File: config.mk
export PLATFORM = sky130hd
export DESIGN_NAME = timer8_counter_compare_unit
export DESIGN_NICKNAME = d
export VERILOG_FILES = /design/src/timer8_counter_compare_unit.v
export VERILOG_INCLUDE_DIRS = /design/src
export SDC_FILE = /design/constraint.sdc
export NUM_CORES = 1
export LEC_CHECK = 0
export BUFFER_PORTS_ARGS = -buffer_cell sky130_fd_sc_hd__buf_2
export CAP_MARGIN = 40
export CORE_MARGIN = 2
export CORE_UTILIZATION = 25
export DETAILED_ROUTE_END_ITERATION = 8
export HOLD_SLACK_MARGIN = 0.15
export PLACE_DENSITY_LB_ADDON = 0.2
export SYNTH_ARGS = -nofsm -noshare
export SYNTH_HDL_FRONTEND = slang
export SYNTH_SLANG_ARGS = --single-unit
File: constraint.sdc
create_clock -name clk -period 5.3 [get_ports clk]
set_clock_uncertainty 0.1 [all_clocks]
set_input_delay 1.06 -clock clk [delete_from_list [all_inputs] [get_ports clk]]
set_output_delay 1.06 -clock clk [all_outputs]
set_load 0.01 [all_outputs]
File: src/timer8_map.vh
// Register offsets, field positions and reset values of the 8-bit timer
`ifndef TIMER8_MAP_VH
`define TIMER8_MAP_VH

// ****************************************
// Register offsets
// ****************************************
`define OFS_CONTROL_A 4'h0
`define OFS_CONTROL_B 4'h1
`define OFS_COUNT 4'h2
`define OFS_COMPARE_A 4'h3
`define OFS_COMPARE_B 4'h4
`define OFS_FLAGS 4'h5
`define OFS_IRQ_ENABLE 4'h6

// ****************************************
// Field positions
// ****************************************
`define CA_COM_A_HI 7
`define CA_COM_A_LO 6
`define CA_COM_B_HI 5
`define CA_COM_B_LO 4
`define CA_WAVE_HI 1
`define CA_WAVE_LO 0
`define CB_FORCE_A 7
`define CB_FORCE_B 6
`define CB_WAVE_BIT2 3
`define CB_TICK_HI 2
`define CB_TICK_LO 0
`define FL_MATCH_B 2
`define FL_MATCH_A 1
`define FL_OVERFLOW 0

// ****************************************
// Values and modes
// ****************************************
`define VAL_BOTTOM 8'h00
`define VAL_MAX 8'hff
`define RST_BYTE 8'h00
`define TICK_STOPPED 3'h0
`define WAVE_NORMAL 3'h0
`define WAVE_PC_MAX 3'h1
`define WAVE_CTC 3'h2
`define WAVE_FAST_MAX 3'h3
`define WAVE_PC_CMPA 3'h5
`define WAVE_FAST_CMPA 3'h7
`define COM_OFF 2'h0
`define COM_TOGGLE 2'h1
`define COM_CLEAR 2'h2
`define COM_SET 2'h3

`endif

File: src/timer8_counter_compare_unit.v
// Counter and two-channel output compare unit of an 8-bit timer
`timescale 1ns/1ps
`default_nettype none
`include "timer8_map.vh"

module timer8_counter_compare_unit (
    input wire clk,
    input wire rst_b,
    input wire [3:0] addr,
    input wire [7:0] wdata,
    input wire wr_stb,
    input wire rd_stb,
    input wire [6:0] tick_sources,
    input wire ack_match_a,
    input wire ack_match_b,
    input wire ack_overflow,
    input wire port_value_a,
    input wire port_value_b,
    input wire output_pin_direction_a,
    input wire output_pin_direction_b,
    output reg [7:0] rdata_ff,
    output reg irq_match_a_ff,
    output reg irq_match_b_ff,
    output reg irq_overflow_ff,
    output reg pin_a_out_ff,
    output reg pin_a_oe_ff,
    output reg pin_b_out_ff,
    output reg pin_b_oe_ff,
    output reg at_bottom_ff,
    output reg at_max_ff
);

    // ****************************************
    // Helpers
    // ****************************************
    // Non-PWM match action on an output state
    function plain_action;
        input [1:0] com;
        input cur;
        begin
            case (com)
                `COM_TOGGLE: plain_action = ~cur;
                `COM_CLEAR: plain_action = 1'b0;
                `COM_SET: plain_action = 1'b1;
                default: plain_action = cur;
            endcase
        end
    endfunction

    // PWM action; match_level_hi selects the level that a match drives to
    function pwm_action;
        input [1:0] com;
        input cur;
        input match_level_hi;
        begin
            case (com)
                `COM_CLEAR: pwm_action = ~match_level_hi;
                `COM_SET: pwm_action = match_level_hi;
                default: pwm_action = cur;
            endcase
        end
    endfunction

    // ****************************************
    // State
    // ****************************************
    reg [7:0] timer_control_a_ff;
    reg [7:0] timer_control_b_ff;
    reg [7:0] count_value_ff;
    reg [7:0] compare_value_a_ff;
    reg [7:0] compare_value_b_ff;
    reg [7:0] buffer_a_ff;
    reg [7:0] buffer_b_ff;
    reg match_flag_a_ff;
    reg match_flag_b_ff;
    reg overflow_flag_ff;
    reg [2:0] irq_enable_ff;
    reg count_down_ff;
    reg block_ff;
    reg compare_output_state_a_ff;
    reg compare_output_state_b_ff;

    reg [7:0] nxt_count;
    reg nxt_down;
    reg [7:0] nxt_rdata;
    reg nxt_oc_a;
    reg nxt_oc_b;
    reg timer_tick;
    reg real_match_a;
    reg real_match_b;
    reg set_overflow;
    reg load_buffers;

    wire [2:0] wave_mode_field = {timer_control_b_ff[`CB_WAVE_BIT2],
        timer_control_a_ff[`CA_WAVE_HI:`CA_WAVE_LO]};
    wire [2:0] tick_source_select =
        timer_control_b_ff[`CB_TICK_HI:`CB_TICK_LO];
    wire [1:0] com_a =
        timer_control_a_ff[`CA_COM_A_HI:`CA_COM_A_LO];
    wire [1:0] com_b =
        timer_control_a_ff[`CA_COM_B_HI:`CA_COM_B_LO];
    wire mode_fast = (wave_mode_field == `WAVE_FAST_MAX) ||
        (wave_mode_field == `WAVE_FAST_CMPA);
    wire mode_pc = (wave_mode_field == `WAVE_PC_MAX) ||
        (wave_mode_field == `WAVE_PC_CMPA);
    wire mode_pwm = mode_fast || mode_pc;
    wire [7:0] top_value = (wave_mode_field == `WAVE_CTC ||
        wave_mode_field == `WAVE_FAST_CMPA ||
        wave_mode_field == `WAVE_PC_CMPA) ?
        compare_value_a_ff : `VAL_MAX;
    wire at_top = (count_value_ff == top_value);
    wire at_bottom = (count_value_ff == `VAL_BOTTOM);
    wire match_a = (count_value_ff == compare_value_a_ff);
    wire match_b = (count_value_ff == compare_value_b_ff);
    wire wr_count = wr_stb && (addr == `OFS_COUNT);
    wire wr_ctl_b = wr_stb && (addr == `OFS_CONTROL_B);
    wire force_a = wr_ctl_b && wdata[`CB_FORCE_A] && !mode_pwm;
    wire force_b = wr_ctl_b && wdata[`CB_FORCE_B] && !mode_pwm;
    wire clr_flags = wr_stb && (addr == `OFS_FLAGS);
    // Toggle on match for channel A only, in top-by-A PWM modes
    wire a_pwm_toggle = (com_a == `COM_TOGGLE) &&
        timer_control_b_ff[`CB_WAVE_BIT2];

    // ****************************************
    // Counter sequence
    // ****************************************
    always @* begin
        if (tick_source_select == `TICK_STOPPED)
            timer_tick = 1'b0;
        else
            timer_tick = tick_sources[tick_source_select - 3'h1];
        nxt_count = count_value_ff;
        nxt_down = count_down_ff;
        set_overflow = 1'b0;
        load_buffers = 1'b0;
        if (timer_tick) begin
            if (mode_pc) begin
                if (count_down_ff) begin
                    if (at_bottom) begin
                        nxt_down = 1'b0;
                        nxt_count = count_value_ff + 8'h01;
                        set_overflow = 1'b1;
                    end else begin
                        nxt_count = count_value_ff - 8'h01;
                    end
                end else if (at_top) begin
                    nxt_down = 1'b1;
                    nxt_count = count_value_ff - 8'h01;
                    load_buffers = 1'b1;
                end else begin
                    nxt_count = count_value_ff + 8'h01;
                end
            end else if (mode_fast) begin
                nxt_down = 1'b0;
                if (at_top) begin
                    nxt_count = `VAL_BOTTOM;
                    set_overflow = 1'b1;
                    load_buffers = 1'b1;
                end else begin
                    nxt_count = count_value_ff + 8'h01;
                end
            end else begin
                nxt_down = 1'b0;
                if (wave_mode_field == `WAVE_CTC && at_top)
                    nxt_count = `VAL_BOTTOM;
                else
                    nxt_count = count_value_ff + 8'h01;
                set_overflow = (count_value_ff == `VAL_MAX);
            end
        end
        if (wr_count) begin
            nxt_count = wdata;
            nxt_down = count_down_ff;
        end
        real_match_a = timer_tick && match_a && !block_ff;
        real_match_b = timer_tick && match_b && !block_ff;
    end

    // ****************************************
    // Compare output states
    // ****************************************
    always @* begin
        nxt_oc_a = compare_output_state_a_ff;
        nxt_oc_b = compare_output_state_b_ff;
        if (!mode_pwm) begin
            if (real_match_a || force_a)
                nxt_oc_a = plain_action(com_a, nxt_oc_a);
            if (real_match_b || force_b)
                nxt_oc_b = plain_action(com_b, nxt_oc_b);
        end else if (mode_fast) begin
            if (real_match_a)
                nxt_oc_a = a_pwm_toggle ? ~nxt_oc_a :
                    pwm_action(com_a, nxt_oc_a, 1'b1);
            else if (timer_tick && at_top && !a_pwm_toggle)
                nxt_oc_a = pwm_action(com_a, nxt_oc_a, 1'b0);
            if (real_match_b)
                nxt_oc_b = pwm_action(com_b, nxt_oc_b, 1'b1);
            else if (timer_tick && at_top)
                nxt_oc_b = pwm_action(com_b, nxt_oc_b, 1'b0);
        end else begin
            if (real_match_a)
                nxt_oc_a = a_pwm_toggle ? ~nxt_oc_a :
                    pwm_action(com_a, nxt_oc_a, count_down_ff);
            if (real_match_b)
                nxt_oc_b = pwm_action(com_b, nxt_oc_b, count_down_ff);
        end
    end

    // ****************************************
    // Read data
    // ****************************************
    always @* begin
        case (addr)
            `OFS_CONTROL_A: nxt_rdata = timer_control_a_ff;
            `OFS_CONTROL_B: nxt_rdata = {2'h0, timer_control_b_ff[5:0]};
            `OFS_COUNT: nxt_rdata = count_value_ff;
            `OFS_COMPARE_A: nxt_rdata = mode_pwm ? buffer_a_ff :
                compare_value_a_ff;
            `OFS_COMPARE_B: nxt_rdata = mode_pwm ? buffer_b_ff :
                compare_value_b_ff;
            `OFS_FLAGS: nxt_rdata = {5'h00, match_flag_b_ff,
                match_flag_a_ff, overflow_flag_ff};
            `OFS_IRQ_ENABLE: nxt_rdata = {5'h00, irq_enable_ff};
            default: nxt_rdata = `RST_BYTE;
        endcase
        if (!rd_stb)
            nxt_rdata = `RST_BYTE;
    end

    // ****************************************
    // Registers
    // ****************************************
    always @(posedge clk or negedge rst_b) begin
        if (!rst_b) begin
            timer_control_a_ff <= `RST_BYTE;
            timer_control_b_ff <= `RST_BYTE;
            count_value_ff <= `RST_BYTE;
            compare_value_a_ff <= `RST_BYTE;
            compare_value_b_ff <= `RST_BYTE;
            buffer_a_ff <= `RST_BYTE;
            buffer_b_ff <= `RST_BYTE;
            match_flag_a_ff <= 1'b0;
            match_flag_b_ff <= 1'b0;
            overflow_flag_ff <= 1'b0;
            irq_enable_ff <= 3'h0;
            count_down_ff <= 1'b0;
            block_ff <= 1'b0;
            compare_output_state_a_ff <= 1'b0;
            compare_output_state_b_ff <= 1'b0;
            rdata_ff <= `RST_BYTE;
            irq_match_a_ff <= 1'b0;
            irq_match_b_ff <= 1'b0;
            irq_overflow_ff <= 1'b0;
            pin_a_out_ff <= 1'b0;
            pin_a_oe_ff <= 1'b0;
            pin_b_out_ff <= 1'b0;
            pin_b_oe_ff <= 1'b0;
            at_bottom_ff <= 1'b1;
            at_max_ff <= 1'b0;
        end else begin
            if (wr_stb && addr == `OFS_CONTROL_A)
                timer_control_a_ff <= wdata;
            if (wr_ctl_b)
                timer_control_b_ff <= {2'h0, wdata[5:0]};
            if (wr_stb && addr == `OFS_IRQ_ENABLE)
                irq_enable_ff <= wdata[2:0];
            count_value_ff <= nxt_count;
            count_down_ff <= nxt_down;
            // Block holds until a tick passes, even while stopped
            if (wr_count)
                block_ff <= 1'b1;
            else if (timer_tick)
                block_ff <= 1'b0;
            // Compare value access and buffer load
            if (wr_stb && addr == `OFS_COMPARE_A) begin
                buffer_a_ff <= wdata;
                if (!mode_pwm)
                    compare_value_a_ff <= wdata;
            end else if (!mode_pwm) begin
                buffer_a_ff <= compare_value_a_ff;
            end
            if (wr_stb && addr == `OFS_COMPARE_B) begin
                buffer_b_ff <= wdata;
                if (!mode_pwm)
                    compare_value_b_ff <= wdata;
            end else if (!mode_pwm) begin
                buffer_b_ff <= compare_value_b_ff;
            end
            if (mode_pwm && load_buffers) begin
                compare_value_a_ff <= buffer_a_ff;
                compare_value_b_ff <= buffer_b_ff;
            end
            // Hardware set listed last so it wins over any clear
            if ((clr_flags && wdata[`FL_MATCH_A]) || ack_match_a)
                match_flag_a_ff <= 1'b0;
            if (real_match_a)
                match_flag_a_ff <= 1'b1;
            if ((clr_flags && wdata[`FL_MATCH_B]) || ack_match_b)
                match_flag_b_ff <= 1'b0;
            if (real_match_b)
                match_flag_b_ff <= 1'b1;
            if ((clr_flags && wdata[`FL_OVERFLOW]) || ack_overflow)
                overflow_flag_ff <= 1'b0;
            if (set_overflow && !wr_count)
                overflow_flag_ff <= 1'b1;
            compare_output_state_a_ff <= nxt_oc_a;
            compare_output_state_b_ff <= nxt_oc_b;
            rdata_ff <= nxt_rdata;
            // Request follows flag one cycle later, seen from flops
            irq_match_a_ff <= match_flag_a_ff &&
                irq_enable_ff[`FL_MATCH_A];
            irq_match_b_ff <= match_flag_b_ff &&
                irq_enable_ff[`FL_MATCH_B];
            irq_overflow_ff <= overflow_flag_ff &&
                irq_enable_ff[`FL_OVERFLOW];
            // Pin override ignores the wave mode
            pin_a_out_ff <= (com_a != `COM_OFF) ?
                compare_output_state_a_ff : port_value_a;
            pin_b_out_ff <= (com_b != `COM_OFF) ?
                compare_output_state_b_ff : port_value_b;
            pin_a_oe_ff <= output_pin_direction_a;
            pin_b_oe_ff <= output_pin_direction_b;
            at_bottom_ff <= (nxt_count == `VAL_BOTTOM);
            at_max_ff <= (nxt_count == `VAL_MAX);
        end
    end

endmodule
`default_nettype wire

# Yosys cells after proc, flatten, opt, wreduce, memory -nomap -nowiden

Cells that the tools add are included.

Flip-flop bits (word level): 81
Output and inout port bits: 17
Logic and storage cells: 194

$add $sub $neg: 3
Magnitude comparators: 1
Eq/ne operators: 30
Multiplexer cells: 69
Bitwise operators: 4
Reduce and logical (&&, ||, !) cells: 62

Operators by type and width:

| cell                  | count |
|---|---|
| $mux W8               | 20 |
| $pmux W8 S7           | 1 |
| $mux W1               | 39 |
| $logic_and A1 B1 Y1   | 27 |
| $eq A8 B8 Y1          | 3 |
| $reduce_bool A2 Y1    | 10 |
| $eq A8 B8 Y1 const B  | 2 |
| $logic_not A8 Y1      | 2 |
| $eq A4 B3 Y1 const B  | 3 |
| $pmux W1 S2           | 6 |
| $logic_or A1 B1 Y1    | 10 |
| $add A8 B1 Y8 const B | 1 |
| $eq A2 B2 Y1 const B  | 4 |
| $eq A4 B2 Y1 const B  | 2 |
| $sub A8 B1 Y8 const B | 1 |
| $eq A3 B2 Y1 const B  | 2 |
| $eq A3 B3 Y1 const B  | 2 |
| $ne A3 B2 Y1 const B  | 2 |
| $ne A3 B3 Y1 const B  | 2 |
| $pmux W1 S3           | 2 |
| $reduce_and A2 Y1     | 3 |
| $reduce_and A6 Y1     | 1 |
| $reduce_and A5 Y1     | 1 |
| $eq A2 B1 Y1 const B  | 2 |
| other kinds (15)      | 21 |

# Logic depth before layout (Yosys ltp)

Gate-level depths: netlist (run 1).

Word-level depth: 12
Mapped depth: 13
Depth with buffers taken out: 12

# Worst setup path after synthesis (run 1)

Ideal clock, no wire load.

Path type: input -> register
Start point: input port addr[1]
End point: register at_bottom_ff
Data arrival time: 3.357 ns
Required time: 5.110 ns
Slack: 1.753 ns
Stages on the path: 11
Buffers on the path: 2
Path through: clkbuf_1 -> nand2b_1 -> nor3_2 -> and2_1 -> clkbuf_1 -> nor2_1 -> nand2_2 -> nor3_1 -> a2111oi_1 -> nand4_1 -> nor4_2

Longest elaborated chain between the ends: 4

RTL lines:

| item                              | line                              | source |
|---|---|---|
| start: declaration                | timer8_counter_compare_unit.v:9   | `input wire [3:0] addr,` |
| $eq A4 B2 Y1                      | n/a                               |  |
| $logic_and A1 B1 Y1               | timer8_counter_compare_unit.v:115 | `` wire wr_count = wr_stb && (addr == `OFS_COUNT); `` |
| $mux W8                           | timer8_counter_compare_unit.v:171 | `if (wr_count) begin` |
| $logic_not A8 Y1 (no source line) | n/a                               |  |
| end signal: assignment            | timer8_counter_compare_unit.v:323 | `` at_bottom_ff <= (nxt_count == `VAL_BOTTOM); `` |
| end: declaration                  | timer8_counter_compare_unit.v:29  | `output reg at_bottom_ff,` |

No other way between the ends.
A chain may end at the register's enable or synchronous reset.

# Worst setup path after layout (run 1)

Start point: input port addr[0]
End point: register at_bottom_ff

Same word-level chain as after synthesis.

==> summary.md, run 1 <==
| Metric | Value |
|---|---|
| Post-synthesis cell count | ~480 |
| Maximum clock rate | 275 MHz |
| Net Sw Frac | about two fifths |
| Hold crit path type | reg -> reg |
| Die X-Extent | approximately 140 um |
| IO buf count | 46 |
| DRC errors left | 0 |
| Worst Setup Start Kind | primary input |
| CP Class | in -> reg |
| I/O Pins | 47 |
| CP max stage cell | a2111oi_1 |
| Ys flop type | dfrtp_1 |
| Root Buffer | clkbuf_16 |
| Starting Density | around a quarter |
| Asr flop ratio synth | 100% |
| Layout Nets | approximately 540 |
| RSZ-0062 raised after global routing | no |
| Routed WL per cell | between 15 and 20 um |
| CTS tree | done |
| Netlist Area Pre-Place | between 0.004 and 0.005 sq mm |
| Slew HR | 38.4% |
| Post-route setup TNS | 0 ns |
| Die area | about 0.020 sq mm |
| Minimum clock period | 3.64 ns |
| Clock buffer depth | 2 |
| Mean Syn Cell Area | 9.68 sq um |
| Hold Buf Count CTS | 0 |
| P_int | between 1.5 and 2 mW |
| Run status | finished clean |
| Cell Rows | 49 |
| Dpl hpwl | between 10000 and 15000 um |
| Clock power frac | between 20% and 30% |
| Gr usage total | between 10% and 20% |
| Crit path largest cell delay | around 0.6 ns |
| Pwr/cell area | 462 mW/mm^2 |
| Total grt overflow | 0 |
| WP data required | roughly 5.5 ns |
| Top cell type's share of synthesized area | a little over two fifths |
| CP Data Arrival Time | 3.79 ns |
| Hold WS | between 0.3 and 0.4 ns |
| Net Sw Power | ~950 uW |
| Core footprint | between 0.015 and 0.02 sq mm |
| Flops & latches, synth | 81 |
| Total leakage power | about 2.4 nW |
| Vias/cell | 5.25 |
| Synth cell count leaders | dfrtp_1 (80), nand2_1 (47), o21ai_0 (36), mux2_2 (34), mux2i_1 (26) |
| Final WL | between 10000 and 15000 um |
| Router iterations before antenna repair | 5 |
| Final setup viols | 0 |
| Syn_nets | 510 |
| Ranking of synthesized cells by area | dfrtp_1 (43%), mux2_2 (8.3%), mux2i_1 (5.6%) |
| Sequential Power Share | between 40% and 50% |
| First-pass GRT wire length | approximately 23000 um |
| Number of CTS-inserted buffers | 9 |
| VDD IR max | between 0.15 and 0.2 mV |
| Worst-Margin Slew | a little over 0.9 ns |
| Syn. warnings | 0 |
| Share of cells above drive strength 1 | around 23% |
| Crit share post-route | between 60 and 70% |
| CTS Sinks | a little over 80 |
| DR vias | between 3k and 4k |
| Setup bufs post-CTS | 0 |
| N_diodes | 0 |
| Post-route ant nets | 0 |
| Crit-path max FO | 10 |
| Post-synth top area cell | dfrtp_1 |
| Post-synth EDFFs | 0 |
| Post-synthesis sequential area ratio | between 40% and 50% |
| Logic pwr share | roughly 33% |
| Synth cell types | a little over 60 |
| Max-capacitance violation count | 0 |
| Final Hold Fails | 0 |
| Initial antenna violation count | 0 |
| Area growth syn-to-layout | 15.8% |
| Crit-path cells | buf_2, nand2b_1, nor3_2, and2_1, nor2_1, nand2_2, nor3_1, a2111oi_1, nand4_1, nor4_2 |
| # resized after CTS | 0 |
| GP Congestion | 0.869 |
| Vias in the first global route | around 4.0k |
| Max-slew violation count | 0 |
| Clock Latency Late Sink | between 0.3 and 0.4 ns |
| Starting DRT DRC Count | ~240 |
| Worst setup EP type | register |
| Largest net degree at the start of global routing | between 40 and 50 |
| Die Y | between 100 and 150 um |
| CTS clock-pin slew for the worst setup and hold paths | approximately 0.07 ns |
| Count leader, synth | dfrtp_1 |
| H-tree depth | 3 |
## power groups by stage
stage | clock (mW) | combinational, mW | sequential [mW]
global route | 0.696 | 0.898 | 1.04
global placement | 0 | 0.807 | 1.02
finish | 0.643 | 0.806 | 1.02
detailed placement | 0 | 0.806 | 1.03
CTS | 0.664 | 0.810 | 1.02
floorplan | 0 | 0.656 | 0.904
## cell type report
class / count / area, sq um
fill: 1924 / 12700
inverter: 29 / 109
multi-input combinational: 337 / 2330
clock inverter: 7 / 77.6
sequential: 81 / 2030
tap: 229 / 287
timing repair buffer: 52 / 278
clock buffer: 9 / 225
## layout by cell type (no fill, tap or decap), types with 3 or more instances in the layout
master | synthesis | layout
ha_1 | 4 | 4
a31oi_1 | 6 | 6
a211oi_1 | 4 | 4
nor3b_1 | 3 | 3
inv_2 | 6 | 6
dfrtp_1 | 80 | 80
buf_4 | 1 | 7
and2_1 | 6 | 6
xnor2_1 | 12 | 12
nor2_1 | 23 | 23
o22ai_1 | 5 | 5
clkbuf_16 | 0 | 9
a222oi_1 | 3 | 3
a22oi_1 | 11 | 11
a21oi_1 | 23 | 23
buf_2 | 5 | 45
a22o_1 | 3 | 3
mux2i_1 | 26 | 26
nand2_1 | 47 | 47
o21ai_0 | 36 | 36
nor4_1 | 9 | 9
mux2_2 | 34 | 34
and3_1 | 3 | 3
inv_1 | 23 | 23
nand3_1 | 12 | 12
nand4_1 | 6 | 6
nor3_1 | 13 | 12
nand2b_1 | 6 | 6
## critical path: cells and delay by family
family,cells,cell delay (ns)
and+or+nand+nor,8,1.99
AOI/OAI and AO/OA,1,0.60
buffers and inverters,1,0.15
## routing by layer
metal  global-route usage, %  share of wire (%)  vias up
li1                        -                  -     1805
met4                    6.58                2.0        0
met3                    2.27                5.1       19
met1                    21.0                 46     1942
met5                       0                  0        -
met2                    24.6                 47      138
## metrics by stage
step / utilization, % / std cells / cell area [sq um] / worst slack, ns / power, mW
global placement: 27.9 / 728 / 5040 / 1.36 / 1.83
finish: 29.6 / 744 / 5340 / 1.66 / 2.46
detailed placement: 27.9 / 728 / 5040 / 1.28 / 1.83
CTS: 29.6 / 744 / 5340 / 1.64 / 2.49
floorplan: - / 476 / 4610 / 1.75 / 1.56
global route: 29.6 / 744 / 5340 / 1.35 / 2.63
## path summary, 6_finish.rpt
kind                                  startpoint               endpoint  slack [ns]  cells after the start
hold reg to reg                   buffer_a_ff[1]  compare_value_a_ff[1]        0.38                      2
hold / removal                    buffer_a_ff[1]  compare_value_a_ff[1]        0.38                      2
setup / recovery                         addr[0]           at_bottom_ff        1.66                     10
min in group asynchronous                  rst_b         buffer_a_ff[7]        0.60                      1
setup reg to reg           timer_control_b_ff[0]           at_bottom_ff        1.80                     12
max in group asynchronous                  rst_b            rdata_ff[7]        3.52                      2
## cells by family (layout without fill, tap and decap cells)
logic type / Yosys count / in the layout / synth area share [%]
compound gates: 114 / 114 / 16.5
mux: 61 / 61 / 14.4
fa+ha+maj: 4 / 4 / 1.09
buf+inv: 58 / 97 / 5.46
simple gates: 145 / 145 / 16.1
flops: 81 / 81 / 44.0
xor+xnor: 13 / 13 / 2.47
## registers in the layout (all words and copies together), names as in the netlist, 3 cells and up
name,flops
irq_enable_ff,3
buffer_a_ff,8
count_value_ff,8
compare_value_a_ff,8
buffer_b_ff,8
rdata_ff,8
timer_control_a_ff,8
compare_value_b_ff,8
timer_control_b_ff,6
(Power assumes the default switching activity.)
==> run 2, diff against run 1 <==
clock period = 2.93 ns   (was 5.3 ns; I/O delays follow)
==> summary.md, run 2 (synthesis gave the netlist of run 1 again) <==
| Metric | Value |
|---|---|
| Total leakage power | 2.73 nW (was 2.36 nW) |
| Met1 usage | 22.0% (was 21.0%) |
| CP Class | reg -> reg (was in -> reg) |
| Design area | 0.00608 sq mm (was 0.00534 sq mm) |
| Root Buffer | clkbuf_16 (unchanged) |
| Crit Reg-Reg Startpoint | timer_control_a_ff[0] (was timer_control_b_ff[0]) |
| Vias in the first global route | 4166 (was 3960) |
| Vias/cell | 5.09 (was 5.25) |
| Die Y | 140 um (unchanged) |
| Hold Path Cell Cnt | 1 (was 2) |
| Worst Setup Start Kind | register (was primary input) |
| Worst setup EP type | register (unchanged) |
| P_int | 3.16 mW (was 1.51 mW) |
| CTS tree | done (unchanged) |
| Min-Delay Endpoint | pin_b_oe_ff (was compare_value_a_ff[1]) |
| Core footprint | 0.0180 sq mm (unchanged) |
| Number of CTS-inserted buffers | 9 (unchanged) |
| Cell Rows | 49 (unchanged) |
| Met2 GRT Util | 27.5% (was 24.6%) |
| Final Hold Fails | 0 (unchanged) |
| Minimum clock period | 3.00 ns |
| Clock Latency Late Sink | 0.36 ns (was 0.35 ns) |
| N_diodes | 0 (unchanged) |
| Pwr/cell area | 844 mW/mm^2 (was 462 mW/mm^2) |
| Layout Nets | 612 (was 544) |
| Largest net degree at the start of global routing | 48 (was 45) |
| RSZ-0062 raised after global routing | yes (was no) |
| Starting Density | 25.6% (unchanged) |
| DRC errors left | 0 (unchanged) |
| Final setup viols | 2 (was 0) |
| Initial antenna violation count | 0 (unchanged) |
| Area of placed instances | 0.00551 sq mm (was 0.00504 sq mm) |
| Worst-Margin Slew | 0.620 ns (was 0.917 ns) |
| Fin cells | 812 (was 744) |
| Share of cells above drive strength 1 | 36.7% (was 22.9%) |
| R2R Setup Slk | -0.07 ns (was 1.80 ns) |
| Clock power frac | 23.5% (was 26.1%) |
| Pwr Total | 5.14 mW (was 2.46 mW) |
| GR peak layer | met2 (unchanged) |
| Post-route setup TNS | -0.110 ns (was 0 ns) |
| Failing checks | negative setup slack |
| Crit-path max FO | 8 (was 10) |
| Hold crit path type | in -> reg (was reg -> reg) |
| Maximum clock rate | about 330 MHz |
| Hold WS | 0.234 ns (was 0.377 ns) |
| Crit share post-route | 102% |
| CP Data Arrival Time | 3.14 ns (was 3.79 ns) |
| IO buf count | 46 (unchanged) |
| Router iterations before antenna repair | 5 (unchanged) |
| GP Congestion | 0.911 (was 0.869) |
| Util after Layout | 33.7% (was 29.6%) |
| DP Worst Slack | -0.162 ns (was 1.28 ns) |
| Logic pwr share | 43.3% (was 32.7%) |
| H-tree depth | 3 (unchanged) |
| Area growth syn-to-layout | 32.0% (was 15.8%) |
| Slew HR | 58.5% (was 38.4%) |
| First-pass GRT wire length | 24800 um (was 23000 um) |
| DR vias | 4132 (was 3904) |
| Worst reg-to-reg path cell count | 12 (unchanged) |
| I/O Pins | 47 (unchanged) |
| Hold path startpoint | output_pin_direction_b (was buffer_a_ff[1]) |
| Worst Slack Setup Final | -0.0677 ns (was 1.66 ns) |
| Commonest non-fill, non-tap cell in the layout | dfrtp_1 (unchanged) |
| Final WL | 15800 um (was 14700 um) |
| Gr usage total | 16.6% (was 15.4%) |
| Worst r2r dst | at_max_ff (was at_bottom_ff) |
| Net Sw Frac | 38.4% (was 38.6%) |
| Clock buffer depth | 2 (unchanged) |
| CTS clock-pin slew for the worst setup and hold paths | 0.07 ns (about the same) |
| Sequential Power Share | 33.2% (was 41.2%) |
| Die area | 0.0195 sq mm (unchanged) |
| VDD IR max | 0.374 mV (was 0.189 mV) |
| Routed WL per cell | 19.5 um (was 19.8 um) |
| CTS Sinks | 81 (unchanged) |
| Starting DRT DRC Count | 318 (was 237) |
| Dpl hpwl | 11600 um (was 10700 um) |
| Most frequent cells in the layout | dfrtp_1 (77), buf_4 (69), nand2_1 (47) (was dfrtp_1 (80), nand2_1 (47), buf_2 (45)) |
| Total grt overflow | 0 (unchanged) |
| Dpl cells | 786 (was 728) |
| Net Sw Power | 1.97 mW (was 952 uW) |
| WP data required | 3.08 ns (was 5.45 ns) |
| Max-capacitance violation count | 0 (unchanged) |
| Global-route met3 utilization | 2.34% (was 2.27%) |
| Die X-Extent | 140 um (unchanged) |
| Post-route ant nets | 0 (unchanged) |
| Run status | finished, violations left (was finished clean) |
| Max-slew violation count | 0 (unchanged) |
[run 2: layer usage]
metal | up-vias | share of wire [%]
met5 | - | 0
met4 | 0 | 1.9
met3 | 25 | 3.3
met2 | 78 | 49
met1 | 2092 | 45
li1 | 1937 | -
[run 2: power by group through the flow]
stage	Combinational, mW	Clock, mW	Sequential (mW)
detailed placement	1.95	0	1.71
CTS	2.08	1.24	1.70
global placement	1.94	0	1.71
global route	2.42	1.28	1.75
finish	2.23	1.21	1.70
floorplan	1.20	0	1.64
[run 2: worst max-delay path: stages (launching register included)]
cell,delay (ns)
dfrtp_1,0.39
nand2b_4,0.15
o21a_1,0.18
a2111o_1,0.47
o31a_1,0.41
buf_4,0.17
buf_4,0.14
o21ai_2,0.16
a211oi_2,0.09
nor3b_2,0.23
buf_4,0.16
nor4_4,0.03
and4_1,0.20
[run 2: worst max path at each step]
stage | start | end | slack [ns] | cells after the start
floorplan | timer_control_a_ff[0] | at_bottom_ff | -0.001 | 10
global placement | timer_control_b_ff[0] | at_max_ff | -0.10 | 12
detailed placement | timer_control_b_ff[0] | compare_output_state_a_ff | -0.16 | 11
CTS | count_value_ff[5] | at_max_ff | -0.03 | 10
global route | timer_control_a_ff[0] | at_bottom_ff | -0.18 | 11
finish | timer_control_a_ff[0] | at_max_ff | -0.07 | 12
[run 2: area by class of cell]
class	count	area, sq um
well taps	229	287
clock buffers	9	225
fillers	1876	11900
inverters	29	109
flip-flops and latches	81	2030
multi-input cells	337	2520
clock inverters	7	86.3
repair buffers	120	827
[run 2: repair_timing]
action	4_1_cts	5_1_grt
setup endpoints to repair	6	7
pin swaps	12	16
setup buffers	5	4
endpoints found under the hold margin	33	0
gates resized for setup	21	21
hold buffers	1	0
==> run 3, diff against run 2 <==
--- a/config.mk
+++ b/config.mk
@@ -10,3 +10,2 @@
 export CAP_MARGIN = 40
-export CORE_MARGIN = 2
 export CORE_UTILIZATION = 25
--- a/constraint.sdc
+++ b/constraint.sdc
@@ -4,2 +4,2 @@
 set_output_delay 0.586 -clock clk [all_outputs]
-set_load 0.01 [all_outputs]
+set_load 0.1 [all_outputs]
==> summary.md, run 3 (synthesis gave the netlist of run 1 again) <==
| Metric | Value |
|---|---|
| Run status | finished, violations left (unchanged) |
| Failing checks | negative setup slack (unchanged) |
| Crit-path max FO | 5 (was 8) |
| N_diodes | 0 (unchanged) |
| Final WL | 15700 um (was 15800 um) |
| Crit path largest cell delay | 0.44 ns (was 0.47 ns) |
| Die Y | 138 um (was 140 um) |
| CP max stage cell | a2111o_1 (unchanged) |
| VDD IR max | 0.300 mV (was 0.374 mV) |
| Area of placed instances | 0.00544 sq mm (was 0.00551 sq mm) |
| Worst Slack Setup Final | -0.0330 ns (was -0.0677 ns) |
| Clock buffer depth | 2 (unchanged) |
| H-tree depth | 3 (unchanged) |
| Final setup viols | 2 (unchanged) |
| Post-route setup TNS | -0.0385 ns (was -0.110 ns) |
| CTS Sinks | 81 (unchanged) |
| Total grt overflow | 0 (unchanged) |
| Pwr/cell area | 874 mW/mm^2 (was 844 mW/mm^2) |
| Hold crit path type | in -> reg (unchanged) |
| Dpl hpwl | 11600 um (about the same) |
| Initial antenna violation count | 0 (unchanged) |
| Fin cells | 801 (was 812) |
| Starting Density | 25.6% (unchanged) |
| Crit share post-route | 101% (was 102%) |
| Vias/cell | 5.02 (was 5.09) |
| Most frequent cells in the layout | dfrtp_1 (78), buf_4 (58), nand2_1 (47) (was dfrtp_1 (77), buf_4 (69), nand2_1 (47)) |
| Design area | 0.00598 sq mm (was 0.00608 sq mm) |
| Net Sw Power | 2.04 mW (was 1.97 mW) |
| P_int | 3.19 mW (was 3.16 mW) |
| Max-slew violation count | 0 (unchanged) |
| Dpl cells | 777 (was 786) |
| Crit-path cells | inv_2, a22o_1, a2111o_1, o31a_1, or3b_1, a31o_1, a221oi_4, nor2_1, and4_1 (was nand2b_4, o21a_1, a2111o_1, o31a_1, buf_4, buf_4, o21ai_2, a211oi_2, nor3b_2, buf_4, nor4_4, and4_1) |
| Instance count on the critical path | 9 (was 12) |
| Worst Setup Start Kind | register (unchanged) |
| Worst setup EP type | register (unchanged) |
| First-pass GRT wire length | 24000 um (was 24800 um) |
| IO buf count | 46 (unchanged) |
| Root Buffer | clkbuf_16 (unchanged) |
| Top delay family on crit path | compound AO/OA/AOI/OAI gates (unchanged) |
| Logic pwr share | 43.9% (was 43.3%) |
| DRC errors left | 0 (unchanged) |
| Clock Latency Late Sink | 0.34 ns (was 0.36 ns) |
| Largest net degree at the start of global routing | 51 (was 48) |
| Layout Nets | 602 (was 612) |
| Final Hold Fails | 0 (unchanged) |
| Net Sw Frac | 38.9% (was 38.4%) |
| RSZ-0062 raised after global routing | yes (unchanged) |
| Clock power frac | 23.6% (was 23.5%) |
| Vias in the first global route | 4063 (was 4166) |
| DR vias | 4019 (was 4132) |
| Routed WL per cell | 19.6 um (was 19.5 um) |
| Cell Rows | 49 (unchanged) |
| Worst-Margin Slew | 0.515 ns (was 0.620 ns) |
| Die X-Extent | 138 um (was 140 um) |
| GP Congestion | 0.899 (was 0.911) |
| WP data required | 3.06 ns (was 3.08 ns) |
| # fillers | 1885 (was 1876) |
| Post-route ant nets | 0 (unchanged) |
| Gr usage total | 17.5% (was 16.6%) |
| Hold Path Cell Cnt | 1 (unchanged) |
| Maximum clock rate | 338 MHz (was 334 MHz) |
| I/O Pins | 47 (unchanged) |
| Bufs and invs on worst path | 1 (was 3) |
| Max-capacitance violation count | 0 (unchanged) |
| Minimum clock period | 2.96 ns (was 3.00 ns) |
| Number of CTS-inserted buffers | 9 (unchanged) |
| Die area | 0.0190 sq mm (was 0.0195 sq mm) |
| Pwr Total | 5.23 mW (was 5.14 mW) |
| Total leakage power | 2.68 nW (was 2.73 nW) |
| Area growth syn-to-layout | 29.8% (was 32.0%) |
| Commonest non-fill, non-tap cell in the layout | dfrtp_1 (unchanged) |
| CTS clock-pin slew for the worst setup and hold paths | 0.06 ns (was 0.07 ns) |
| CTS tree | done (unchanged) |
| CP Class | reg -> reg (unchanged) |
| Core footprint | 0.0180 sq mm (unchanged) |
| Slew HR | 65.4% (was 58.5%) |
| Router iterations before antenna repair | 5 (unchanged) |
| Share of cells above drive strength 1 | 34.3% (was 36.7%) |
| Worst reg-to-reg path cell count | 9 (was 12) |
| Hold WS | 0.246 ns (was 0.234 ns) |
| Sequential Power Share | 32.5% (was 33.2%) |
| Starting DRT DRC Count | 281 (was 318) |
| CP Data Arrival Time | 3.09 ns (was 3.14 ns) |
==> run 3: layer usage <==
layer  global-route usage [%]  share of wire, %  vias to the layer above
li1                         -                 -                     1929
met1                     22.2                45                     2012
met2                     29.3                51                       66
met3                     3.31               3.5                       12
met4                     6.40               1.1                        0
met5                        0                 0                        -
==> run 3: worst register-to-register path, cell delays in order, from the launching register on <==
cell and delay, ns:
dfrtp_1 0.43, inv_2 0.06, a22o_1 0.22, a2111o_1 0.44
o31a_1 0.40, or3b_1 0.44, a31o_1 0.23, a221oi_4 0.28
nor2_1 0.06, and4_1 0.20
==> run 3: path summary, 6_finish.rpt <==
check / startpoint / to / slack, ns
worst max-delay path: count_value_ff[5] / at_max_ff / -0.03
worst min-delay path: output_pin_direction_a / pin_a_oe_ff / 0.25
worst max register to register: count_value_ff[5] / at_max_ff / -0.03
worst min register to register: buffer_a_ff[3] / compare_value_a_ff[3] / 0.38
max in group asynchronous: rst_b / buffer_b_ff[2] / 1.46
min in group asynchronous: rst_b / irq_overflow_ff / 0.64
==> run 3: stage by stage <==
step	util (%)	setup slack [ns]
floorplan	-	-0.00149
global route	33.2	-0.162
detailed placement	30.2	-0.169
finish	33.2	-0.0330
CTS	32.3	0.00141
global placement	30.2	-0.147
==> run 3: power by group through the flow <==
stage / sequential, mW / combinational (mW) / clock (mW)
after global placement: 1.71 / 2.08 / 0
after global routing: 1.74 / 2.48 / 1.32
after CTS: 1.69 / 2.14 / 1.27
after detailed placement: 1.71 / 2.08 / 0
final: 1.70 / 2.30 / 1.23
after floorplan: 1.81 / 1.20 / 0
==> run 3: what timing repair did <==
item	4_1_cts	5_1_grt
hold endpoints to repair	30	0
gates cloned	0	1
hold buffers	1	0
setup endpoints to repair	5	5
gates resized for setup	13	21
pin swaps	4	16
setup buffers	1	6
==> run 3: final cells by class <==
type                       instances  area, sq um  area share, %
timing repair buffer             109          744           12.4
tap                              229          287           4.79
sequential                        81         2030           33.9
inverter                          29          109           1.82
clock buffer                      10          239           3.99
multi-input combinational        338         2490           41.7
clock inverter                     5         80.1           1.34
